`config.mk`:
```
export PLATFORM = sky130hd
export DESIGN_NAME = tsgc_trigger_gate
export DESIGN_NICKNAME = d
export VERILOG_FILES = /design/src/tsgc_pkg.sv /design/src/tsgc_trigger_gate.sv
export SDC_FILE = /design/constraint.sdc
export NUM_CORES = 1
export LEC_CHECK = 0
export CORE_ASPECT_RATIO = 1.5
export CORE_MARGIN = 5
export CORE_UTILIZATION = 60
export CTS_CLUSTER_SIZE = 20
export DETAILED_ROUTE_END_ITERATION = 10
export DONT_BUFFER_PORTS = 1
export PLACE_DENSITY = 0.76
export RECOVER_POWER = 50
export SYNTH_ARGS = -nofsm -noshare
export SYNTH_HDL_FRONTEND = slang
export SYNTH_SLANG_ARGS = --single-unit
```
`constraint.sdc`:
```
create_clock -name ref_clk -period 2.5 [get_ports ref_clk]
set_input_delay 0.25 -clock ref_clk [delete_from_list [all_inputs] [get_ports ref_clk]]
set_output_delay 0.25 -clock ref_clk [all_outputs]
set_load 0.01 [all_outputs]
```
`src/tsgc_pkg.sv`:
```
/*
 * tsgc_pkg: constants and types for the trigger source and gate control block.
 * assumes a single 50 MHz clock; all timing derives from it.
 */
package tsgc_pkg;

   // ****************************************
   // clock and timing
   // ****************************************
   localparam int unsigned TSGC_CLK_HZ      = 50_000_000;
   localparam int unsigned TSGC_CONV_HZ     = 1_000_000;
   localparam int unsigned TSGC_CONV_DIV    = TSGC_CLK_HZ / TSGC_CONV_HZ;
   localparam int unsigned TSGC_TIMER_W     = 24;

   // ****************************************
   // trigger select encodings {bit1, bit0}
   // ****************************************
   localparam logic [1:0] TSGC_SEL_FREE  = 2'h0;
   localparam logic [1:0] TSGC_SEL_VIDEO = 2'h1;
   localparam logic [1:0] TSGC_SEL_EXT   = 2'h2;
   localparam logic [1:0] TSGC_SEL_LINE  = 2'h3;

   // ****************************************
   // gate configuration carrier
   // ****************************************
   typedef struct packed {
      logic                    enable;       // gated video on
      logic                    edge_mode;    // 1 edge, 0 level
      logic                    falling;      // edge polarity, 1 falling
      logic [TSGC_TIMER_W-1:0] delay_count;  // gate delay in cycles
      logic [TSGC_TIMER_W-1:0] length_count; // gate length in cycles
   } tsgc_gate_cfg_t;

   // gate timer states
   typedef enum logic [2:0] {
      TSGC_IDLE  = 3'b001,
      TSGC_DELAY = 3'b010,
      TSGC_OPEN  = 3'b100
   } tsgc_gate_state_t;

endpackage

```
`src/tsgc_trigger_gate.sv`:
```
/*
 * tsgc_trigger_gate: sweep trigger multiplexer, scan-start latch and gated
 * video timer.
 * assumes all inputs synchronous to ref_clk; line pulse comes from the supply.
 */
`timescale 1ns/100ps
module tsgc_trigger_gate
   import tsgc_pkg::*;
#(
   parameter int unsigned CONV_DIV = TSGC_CONV_DIV
) (
   input  wire logic           ref_clk,
   input  wire logic           rst,
   input  wire logic           trigger_select_bit0,
   input  wire logic           trigger_select_bit1,
   input  wire logic           single_arm,
   input  wire logic           video_trig,
   input  wire logic           line_trig,
   input  wire logic           ext_trig,
   input  wire logic           scan_done,
   input  wire tsgc_gate_cfg_t gate_cfg,
   input  wire logic           ext_gate_in,
   output logic                converter_clock_phase0,
   output logic                scan_start_latch,
   output logic                gate_delay_out,
   output logic                gate_length_out,
   output logic                video_gate
);

   // ****************************************
   // local signals and helpers
   // ****************************************
   // divider width fits the count for any ratio
   localparam int unsigned DIV_W = $clog2(CONV_DIV + 1);

   logic [DIV_W-1:0] div_reg;
   logic             conv_tick;
   logic [1:0]       sel;
   logic [3:0]       src_vec;
   logic [3:0]       src_prev_reg;
   logic [3:0]       src_rise;
   logic             src_pick;
   logic             src_event;
   logic             single_pend_reg;
   logic             gate_prev_reg;
   logic             gate_act;
   logic             gate_edge;
   tsgc_gate_state_t state_reg;
   logic [TSGC_TIMER_W-1:0] cnt_reg;

   // zero or one left ends the interval this cycle, so zero acts as one
   function automatic logic last_cycle(input logic [TSGC_TIMER_W-1:0] count);
      return (count <= TSGC_TIMER_W'(1));
   endfunction

   // ****************************************
   // 1 MHz converter clock divider
   // ****************************************
   assign conv_tick = (div_reg == DIV_W'(CONV_DIV - 1));

   // divider counts ref_clk cycles per converter period
   always_ff @(posedge ref_clk or posedge rst) begin
      if (rst) begin
         div_reg <= '0;
      end else if (conv_tick) begin
         div_reg <= '0;
      end else begin
         div_reg <= div_reg + DIV_W'(1);
      end
   end

   // phase-zero pulse, one cycle each converter period
   always_ff @(posedge ref_clk or posedge rst) begin
      if (rst) begin
         converter_clock_phase0 <= 1'b0;
      end else begin
         converter_clock_phase0 <= conv_tick;
      end
   end

   // ****************************************
   // trigger multiplexer
   // ****************************************
   assign sel = {trigger_select_bit1, trigger_select_bit0};

   // sources in select-code order; free run is phase zero, line is the top bit above external
   assign src_vec = {line_trig, ext_trig, video_trig, converter_clock_phase0};

   // previous level of every source, so a select change cannot fake an edge
   always_ff @(posedge ref_clk or posedge rst) begin
      if (rst) begin
         src_prev_reg <= 4'h0;
      end else begin
         src_prev_reg <= src_vec;
      end
   end

   // rising edge of each source
   assign src_rise = src_vec & ~src_prev_reg;

   // source pick by the select pair
   always_comb begin
      unique case (sel)
         TSGC_SEL_FREE:  src_pick = src_rise[0];
         TSGC_SEL_VIDEO: src_pick = src_rise[1];
         TSGC_SEL_LINE:  src_pick = src_rise[3];
         default:        src_pick = src_rise[2];
      endcase
   end

   // ****************************************
   // single sweep and trigger event
   // ****************************************
   // single sweep armed, fired on next converter phase zero
   always_ff @(posedge ref_clk or posedge rst) begin
      if (rst) begin
         single_pend_reg <= 1'b0;
      end else if (single_arm) begin
         single_pend_reg <= 1'b1; // arm wins over fire
      end else if (converter_clock_phase0) begin
         single_pend_reg <= 1'b0;
      end
   end

   // free run is a phase-zero pulse, already aligned
   assign src_event = src_pick
                    | (single_pend_reg & converter_clock_phase0);

   // ****************************************
   // scan-start latch
   // ****************************************
   // set by trigger, cleared by sweep controller; set wins
   always_ff @(posedge ref_clk or posedge rst) begin
      if (rst) begin
         scan_start_latch <= 1'b0;
      end else if (src_event) begin
         scan_start_latch <= 1'b1;
      end else if (scan_done) begin
         scan_start_latch <= 1'b0;
      end
   end

   // ****************************************
   // gated video trigger and timer
   // ****************************************
   // active level honours polarity; input treated as logic level
   assign gate_act  = ext_gate_in ^ gate_cfg.falling;
   assign gate_edge = gate_act & ~gate_prev_reg;

   // previous active level for edge detect
   always_ff @(posedge ref_clk or posedge rst) begin
      if (rst) begin
         gate_prev_reg <= 1'b0;
      end else begin
         gate_prev_reg <= gate_act;
      end
   end

   // delay then length, each its own programmed count
   always_ff @(posedge ref_clk or posedge rst) begin
      if (rst) begin
         state_reg <= TSGC_IDLE;
         cnt_reg   <= '0;
      end else begin
         unique case (state_reg)
            TSGC_IDLE: begin
               if (gate_cfg.enable && gate_cfg.edge_mode && gate_edge) begin
                  state_reg <= TSGC_DELAY;
                  cnt_reg   <= gate_cfg.delay_count;
               end
            end
            TSGC_DELAY: begin
               if (last_cycle(cnt_reg)) begin
                  state_reg <= TSGC_OPEN;
                  cnt_reg   <= gate_cfg.length_count;
               end else begin
                  cnt_reg <= cnt_reg - 1'b1;
               end
            end
            TSGC_OPEN: begin
               if (last_cycle(cnt_reg)) begin
                  state_reg <= TSGC_IDLE;
                  cnt_reg   <= '0;
               end else begin
                  cnt_reg <= cnt_reg - 1'b1;
               end
            end
         endcase
      end
   end

   // ****************************************
   // timer outputs and video gate
   // ****************************************
   // timer channel outputs and gate, registered
   always_ff @(posedge ref_clk or posedge rst) begin
      if (rst) begin
         gate_delay_out  <= 1'b0;
         gate_length_out <= 1'b0;
         video_gate      <= 1'b0;
      end else begin
         gate_delay_out  <= (state_reg == TSGC_DELAY);
         gate_length_out <= (state_reg == TSGC_OPEN);
         if (!gate_cfg.enable) begin
            video_gate <= 1'b0;
         end else if (!gate_cfg.edge_mode) begin
            video_gate <= gate_act;
         end else begin
            video_gate <= (state_reg == TSGC_OPEN);
         end
      end
   end

endmodule

```
==> results.yml, run 1 <==
power:
  power_switching_uw: 641
  p_per_area_mw_per_mm2: 690
  worst_ir_drop_vdd_uv: 856
  leakagePower_nw: 1.13
  swShare_pct: 32.3
  combinationalPowerShare_pct: 21.2
  p_seq_share_pct: 49.5
  clkPwrFrac_pct: 29.3
  intPower_mw: 1.34
detailed_routing:
  vias: 2209
  drc: 0
  drtIter0Drc: 160
  ant_nets: 0
  avgRoutedWirePerCell_um: 19.6
  vias_per_cell: 6.50
  finalWirelength_um: 6670
  first_pass_iters: 4
cells_and_area:
  layout_commonest_cell: "dfrtp_1"
  n_antenna_cell: 0
  largest_register_ffs: 24
  syn2layout_area_growth_pct: 8.86
  fin_cells: 340
  drive_above_1_share_pct: 11.2
  mostFrequentLayoutCells: "43 x dfrtp_1, 30 x nor2_1, 29 x nand2_1, 14 x a21oi_1, 13 x o21ai_1"
  fillers: 370
  final_area_mm2: 0.00288
  layout.nets: 358
clocking:
  clkTransAtPathRegs_ns: 0.09
  cts-root-buf: "clkbuf_8"
  cts_tree: "yes"
  h-tree-depth: 2
  cts_buffers: 5
  post_cts_resized: 0
  post_cts_buffers: 0
  clock_latency_ns: 0.30
  numClockSinks: 44
  cts_buffer_depth: 2
timing:
  drv_slew: 0
  setup_viol: 0
  period_share_pct: 90.5
  setup_tns_ns: 0
  tightest_slew_ns: 1.24
  hold_viol_final: 0
  slew-limit-headroom_pct: 17.5
  skew_ns: 0.00408
  min_period_ns: 2.26
  finalWorstSetupSlack_ns: 0.237
  rsz0062_at_grt: "false"
  max_freq_mhz: 442
worst_setup_path:
  crit_path_end_kind: "flop"
  r2r_end: "cnt_reg[22]"
  start_kind: "flop"
  rr_worst_depth: 8
  r2r_setup_slack_ns: 0.24
  arrival_ns: 2.44
  criticalPathCategory: "flop to flop"
  cp.required_ns: 2.68
  rr_startpoint: "cnt_reg[1]"
  cp_max_fo: 10
flow_run:
  cap_violations: 0
min_path:
  min_to: "single_pend_reg"
  hold_start: "single_arm"
  min_path_cells: 1
  hold_path_class: "input pin to flop"
die:
  core_mm2: 0.00425
  fp.dieW_um: 64.2
  fp.dieArea_mm2: 0.00586
  die_y_um: 91.3
  start_util_pct: 62.2
  num_rows: 29
  pin_count: 66
grt:
  grt_use_met1_pct: 30.9
  overflow: 0
  antenna_found_initial: 0
  grt_use_met3_pct: 4.57
  grt_use_total_pct: 24.3
  first_global_vias: 2354
  grt_max_degree: 28
  grt_first_pass_wirelength_um: 11400
  grt_busiest_layer: "met2"
  groute.layer.met2.usage_pct: 40.3
logic_synthesis:
  syn_area_per_cell_um2: 9.30
  synthFlopType: "dfrtp_1"
  ys_async_sr_fraction_pct: 100
  ys_warn_count: 0
  syn_inst: 284
  synthesis.nets: 349
  synth_area_mm2: 0.00264
  synth_cell_types: 60
  synth_edf_count: 0
  synth_seq_cells: 44
  ys_seq_area_share_pct: 41.7
placement:
  place_hpwl_um: 4860
  dpl_worst_slack_ns: 0.261
  dp.cells: 328
  port_buffers: 0
  gp_congestion: 0.929
  placed_area_mm2: 0.00272
outcome:
  run_status: "finished clean"
final cells by class:
type                    count  area [µm²]  share of cell area [%]
inverters                  11        41.3                    1.44
repair buffers             13         104                    3.61
clock buffers               6        82.6                    2.87
flip-flops and latches     44        1100                    38.3
clock inverters             2        38.8                    1.35
multi-input cells         218        1450                    50.4
well taps                  46        57.6                    2.00
stage by stage:
stage	utilization, %	hold slack (ns)	power (mW)
2_1_floorplan	-	0.281	1.30
3_3_place_gp	64.0	0.208	1.39
3_5_place_dp	64.0	0.216	1.40
4_1_cts	67.8	0.0432	1.99
5_1_grt	67.7	0.0430	2.09
6_report	67.7	0.0468	1.98
cell usage after synthesis, types with 2 or more instances:
cell | n | area share [%]
nor2b_1 | 2 | 0.47
buf_2 | 3 | 0.57
o31ai_1 | 3 | 0.85
nor4_4 | 2 | 1.6
nor4_2 | 2 | 0.95
o21ai_1 | 13 | 2.5
dfrtp_1 | 43 | 41
a21o_1 | 2 | 0.57
a31oi_1 | 5 | 1.2
nor3_1 | 5 | 0.95
nor4b_1 | 2 | 0.66
a21oi_1 | 14 | 2.7
a221oi_1 | 5 | 1.7
o211ai_1 | 5 | 1.4
o21bai_1 | 2 | 0.57
ha_1 | 4 | 1.9
inv_1 | 10 | 1.4
nor4_1 | 4 | 0.95
o31a_1 | 2 | 0.66
nand3b_1 | 2 | 0.57
xnor2_1 | 9 | 3.0
a22o_1 | 3 | 0.99
xor2_1 | 12 | 4.0
or4_1 | 2 | 0.57
nand4_1 | 3 | 0.71
nand2_1 | 29 | 4.1
clkbuf_1 | 6 | 0.85
a22oi_1 | 2 | 0.57
o21ai_0 | 5 | 0.95
nand2b_1 | 2 | 0.47
nor3_2 | 3 | 1.1
o22ai_1 | 2 | 0.47
a211oi_1 | 2 | 0.57
nand3_1 | 10 | 1.9
and3_1 | 5 | 1.2
nor3_4 | 2 | 1.2
or3_1 | 5 | 1.2
nor2_1 | 30 | 4.3
cells by family (layout without fill, tap and decap cells):
family | after synthesis | count (layout) | synth area share, %
DFF | 44 | 44 | 41.7
buffers and inverters | 22 | 32 | 3.41
xor gates and xnor gates | 21 | 21 | 6.96
adders and majority gates | 4 | 4 | 1.89
and+or+nand+nor | 117 | 117 | 25.7
AOI/OAI and AO/OA | 76 | 76 | 20.3
power groups by stage:
stage                     Sequential (mW)  Clock [mW]  Combinational [mW]
after global placement              0.987           0               0.400
after floorplan                     0.960           0               0.342
after detailed placement            0.991           0               0.408
final                               0.983       0.582               0.420
after CTS                           0.981       0.585               0.422
after global routing                0.998       0.623               0.473
how the worst max path moves through the flow:
| stage | slack (ns) | from | cells after the start | endpoint |
|---|---|---|---|---|
| floorplan | 0.54 | cnt_reg[0] | 9 | cnt_reg[22] |
| global placement | 0.28 | cnt_reg[1] | 8 | cnt_reg[22] |
| detailed placement | 0.26 | cnt_reg[0] | 8 | cnt_reg[22] |
| CTS | 0.24 | cnt_reg[0] | 8 | cnt_reg[22] |
| global route | 0.04 | cnt_reg[0] | 8 | cnt_reg[22] |
| finish | 0.24 | cnt_reg[1] | 8 | cnt_reg[22] |
what timing repair did:
item | 4_1_cts | 5_1_grt
hold endpoints to repair | 24 | 0
setup endpoints to repair | 0 | 0
hold buffers | 4 | 0
metal layers:
metal | routed length [µm] | vias up
met5 | 0 | -
met4 | 208 | 0
met3 | 363 | 20
met2 | 3410 | 74
met1 | 2690 | 1057
li1 | - | 1058
worst max-delay path, cell delays in order (launching register included):
cell,delay [ns]
dfrtp_1,0.40
inv_1,0.10
ha_1,0.37
nor4b_1,0.39
nand4_2,0.24
o21ai_1,0.19
a21boi_1,0.09
a221oi_2,0.23
o31ai_1,0.12
No activity file was read; power rests on OpenSTA's default activity.
==> inputs of run 2 (changes only) <==
--- a/config.mk
+++ b/config.mk
@@ -7,11 +7,11 @@
 export LEC_CHECK = 0
 export CORE_ASPECT_RATIO = 1.5
 export CORE_MARGIN = 5
-export CORE_UTILIZATION = 60
+export CORE_UTILIZATION = 57
 export CTS_CLUSTER_SIZE = 20
 export DETAILED_ROUTE_END_ITERATION = 10
 export DONT_BUFFER_PORTS = 1
-export PLACE_DENSITY = 0.76
+export PLACE_DENSITY = 0.75
 export RECOVER_POWER = 50
 export SYNTH_ARGS = -nofsm -noshare
 export SYNTH_HDL_FRONTEND = slang
==> constraint.sdc (replaced) <==
create_clock -name ref_clk -period 2 [get_ports ref_clk]
set_input_delay 0.2 -clock ref_clk [delete_from_list [all_inputs] [get_ports ref_clk]]
set_output_delay 0.2 -clock ref_clk [all_outputs]
set_load 0.01 [all_outputs]
==> run 2 against run 1 <==
  * The flow now finishes with violations (setup timing)
  * Clock-buffer cell count unchanged
  * Fmax increased by 12%
  * Wire length increased by 12%
  * Clock power increased by 3%
  * First-iteration DRC count increased by 5.0%
  * Core utilization increased by 5.8 points
  * Final cell count increased by 16%
  * Critical endpoint unchanged
==> results.yml, run 2 (synthesized netlist as in run 1, its figures left out) <==
outcome:
  run_status: "finished with violations"
  violations: "setup timing"
grt:
  grt_first_pass_wirelength_um: 11900
  first_global_vias: 2403
  grt_max_degree: 45
  overflow: 0
  antenna_found_initial: 0
  grt_use_total_pct: 25.3
detailed_routing:
  top_layer: "met4"
  wl_met3_um: 476
  vias_per_cell: 6.24
  finalWirelength_um: 7460
  drtIter0Drc: 168
  drt-met1-wl_um: 2960
  vias: 2452
  ant_nets: 0
  avgRoutedWirePerCell_um: 19.0
  first_pass_iters: 6
  drc: 0
  met2_length_um: 3870
flow_run:
  cap_violations: 0
cells_and_area:
  layout.nets: 409
  n_antenna_cell: 0
  drive_above_1_share_pct: 26.7
  layout_commonest_cell: "buf_4"
  syn2layout_area_growth_pct: 25.4
  fillers: 338
  largest_register_ffs: 24
  mostFrequentLayoutCells: "53 x buf_4, 42 x dfrtp_1, 30 x nor2_1, 29 x nand2_1"
  fin_cells: 393
power:
  worst_ir_drop_vdd_uv: 480
  combinationalPowerShare_pct: 30.9
  leakagePower_nw: 1.41
  swShare_pct: 33.7
  clkPwrFrac_pct: 23.4
  power_switching_uw: 864
  p_per_area_mw_per_mm2: 774
  intPower_mw: 1.70
  power_mw: 2.56
  p_seq_share_pct: 45.7
placement:
  dpl_worst_slack_ns: 0.00836
  place_hpwl_um: 5340
  dp.cells: 374
  gp_congestion: 0.882
  port_buffers: 0
clocking:
  cts_tree: "yes"
  clkTransAtPathRegs_ns: 0.08
  h-tree-depth: 2
  cts_buffers: 5
  cts-root-buf: "clkbuf_8"
  numClockSinks: 44
  clock_latency_ns: 0.30
  cts_buffer_depth: 2
timing:
  min_period_ns: 2.03
  drv_slew: 0
  skew_ns: 0.00597
  period_share_pct: 101
  tightest_slew_ns: 1.10
  hold_viol_final: 0
  slew-limit-headroom_pct: 26.7
  finalWorstSetupSlack_ns: -0.0278
  rsz0062_at_grt: "true"
  max_freq_mhz: 493
  setup_viol: 2
min_path:
  hold_path_class: "input pin to flop"
  hold_start: "gate_cfg[50]"
worst_setup_path:
  crit_path_start: "cnt_reg[17]"
  crit_path_end_kind: "flop"
  arrival_ns: 2.21
  criticalPathCategory: "flop to flop"
  critPathMaxStageDelay_ns: 0.55
  slowest_stage: "or4_4"
  cp.required_ns: 2.18
  cp_cell_sequence: "or4_4 > or4_1 > o21ai_1 > a21boi_1 > a221oi_2 > o31ai_1"
  cp_max_fo: 3
  rr_startpoint: "cnt_reg[17]"
  start_kind: "flop"
die:
  pin_count: 66
  core_mm2: 0.00450
  start_util_pct: 58.6
  num_rows: 30
  fp.dieArea_mm2: 0.00612
  fp.dieW_um: 65.6
  die_y_um: 93.4
==> run 2: path summary, 6_finish.rpt <==
| path | to | slack, ns | depth (start not counted) |
|---|---|---|---|
| min in group asynchronous | single_pend_reg | 0.69 | 3 |
| worst max-delay path | cnt_reg[22] | -0.03 | 6 |
| max in group asynchronous | cnt_reg[7] | 0.57 | 3 |
| worst max register to register | cnt_reg[22] | -0.03 | 6 |
| worst min register to register | single_pend_reg | 0.49 | 1 |
| worst min-delay path | video_gate | 0.01 | 1 |
==> run 2: metal layers <==
| layer | vias up | GRT usage (%) |
|---|---|---|
| met1 | 1185 | 31.9 |
| met3 | 18 | 4.81 |
| met5 | - | 0 |
| met4 | 0 | 9.86 |
| li1 | 1161 | - |
| met2 | 88 | 42.4 |
==> run 2: power groups by stage <==
stage	clock (mW)	sequential, mW	combinational [mW]
6_report	0.599	1.17	0.793
5_1_grt	0.643	1.18	0.866
4_1_cts	0.605	1.17	0.736
3_5_place_dp	0	1.18	0.718
3_3_place_gp	0	1.18	0.703
2_1_floorplan	0	1.20	0.427
==> run 2: area by class of cell <==
cell class,instances,area (µm²),area share [%]
multi-input combinational,218,1500,45.3
sequential,44,1100,33.3
timing repair buffer,64,512,15.4
clock buffer,6,82.6,2.49
tap,48,60.1,1.81
inverter,11,41.3,1.25
clock inverter,2,13.8,0.415
==> run 2: repair_timing <==
action	in CTS	in global routing
hold endpoints to repair	47	0
setup buffers	0	5
setup endpoints to repair	0	23
gates resized for setup	0	14
hold buffers	5	0
==> run 2: critical path, delay by kind of cell (launching register included) <==
family / cells / cell delay, ns
AOI/OAI and AO/OA: 4 / 0.54
and+or+nand+nor: 2 / 0.95
DFF: 1 / 0.43
==> run 2: stage by stage <==
stage          hold WS (ns)  util, %  area (µm²)  TNS (ns)
2_1_floorplan         0.231        -        2640         0
3_3_place_gp          0.232     67.7        3050         0
3_5_place_dp          0.232     67.7        3050         0
4_1_cts              0.0113     71.0        3200         0
5_1_grt             0.00653     73.6        3310    -0.598
6_report             0.0149     73.6        3310   -0.0458
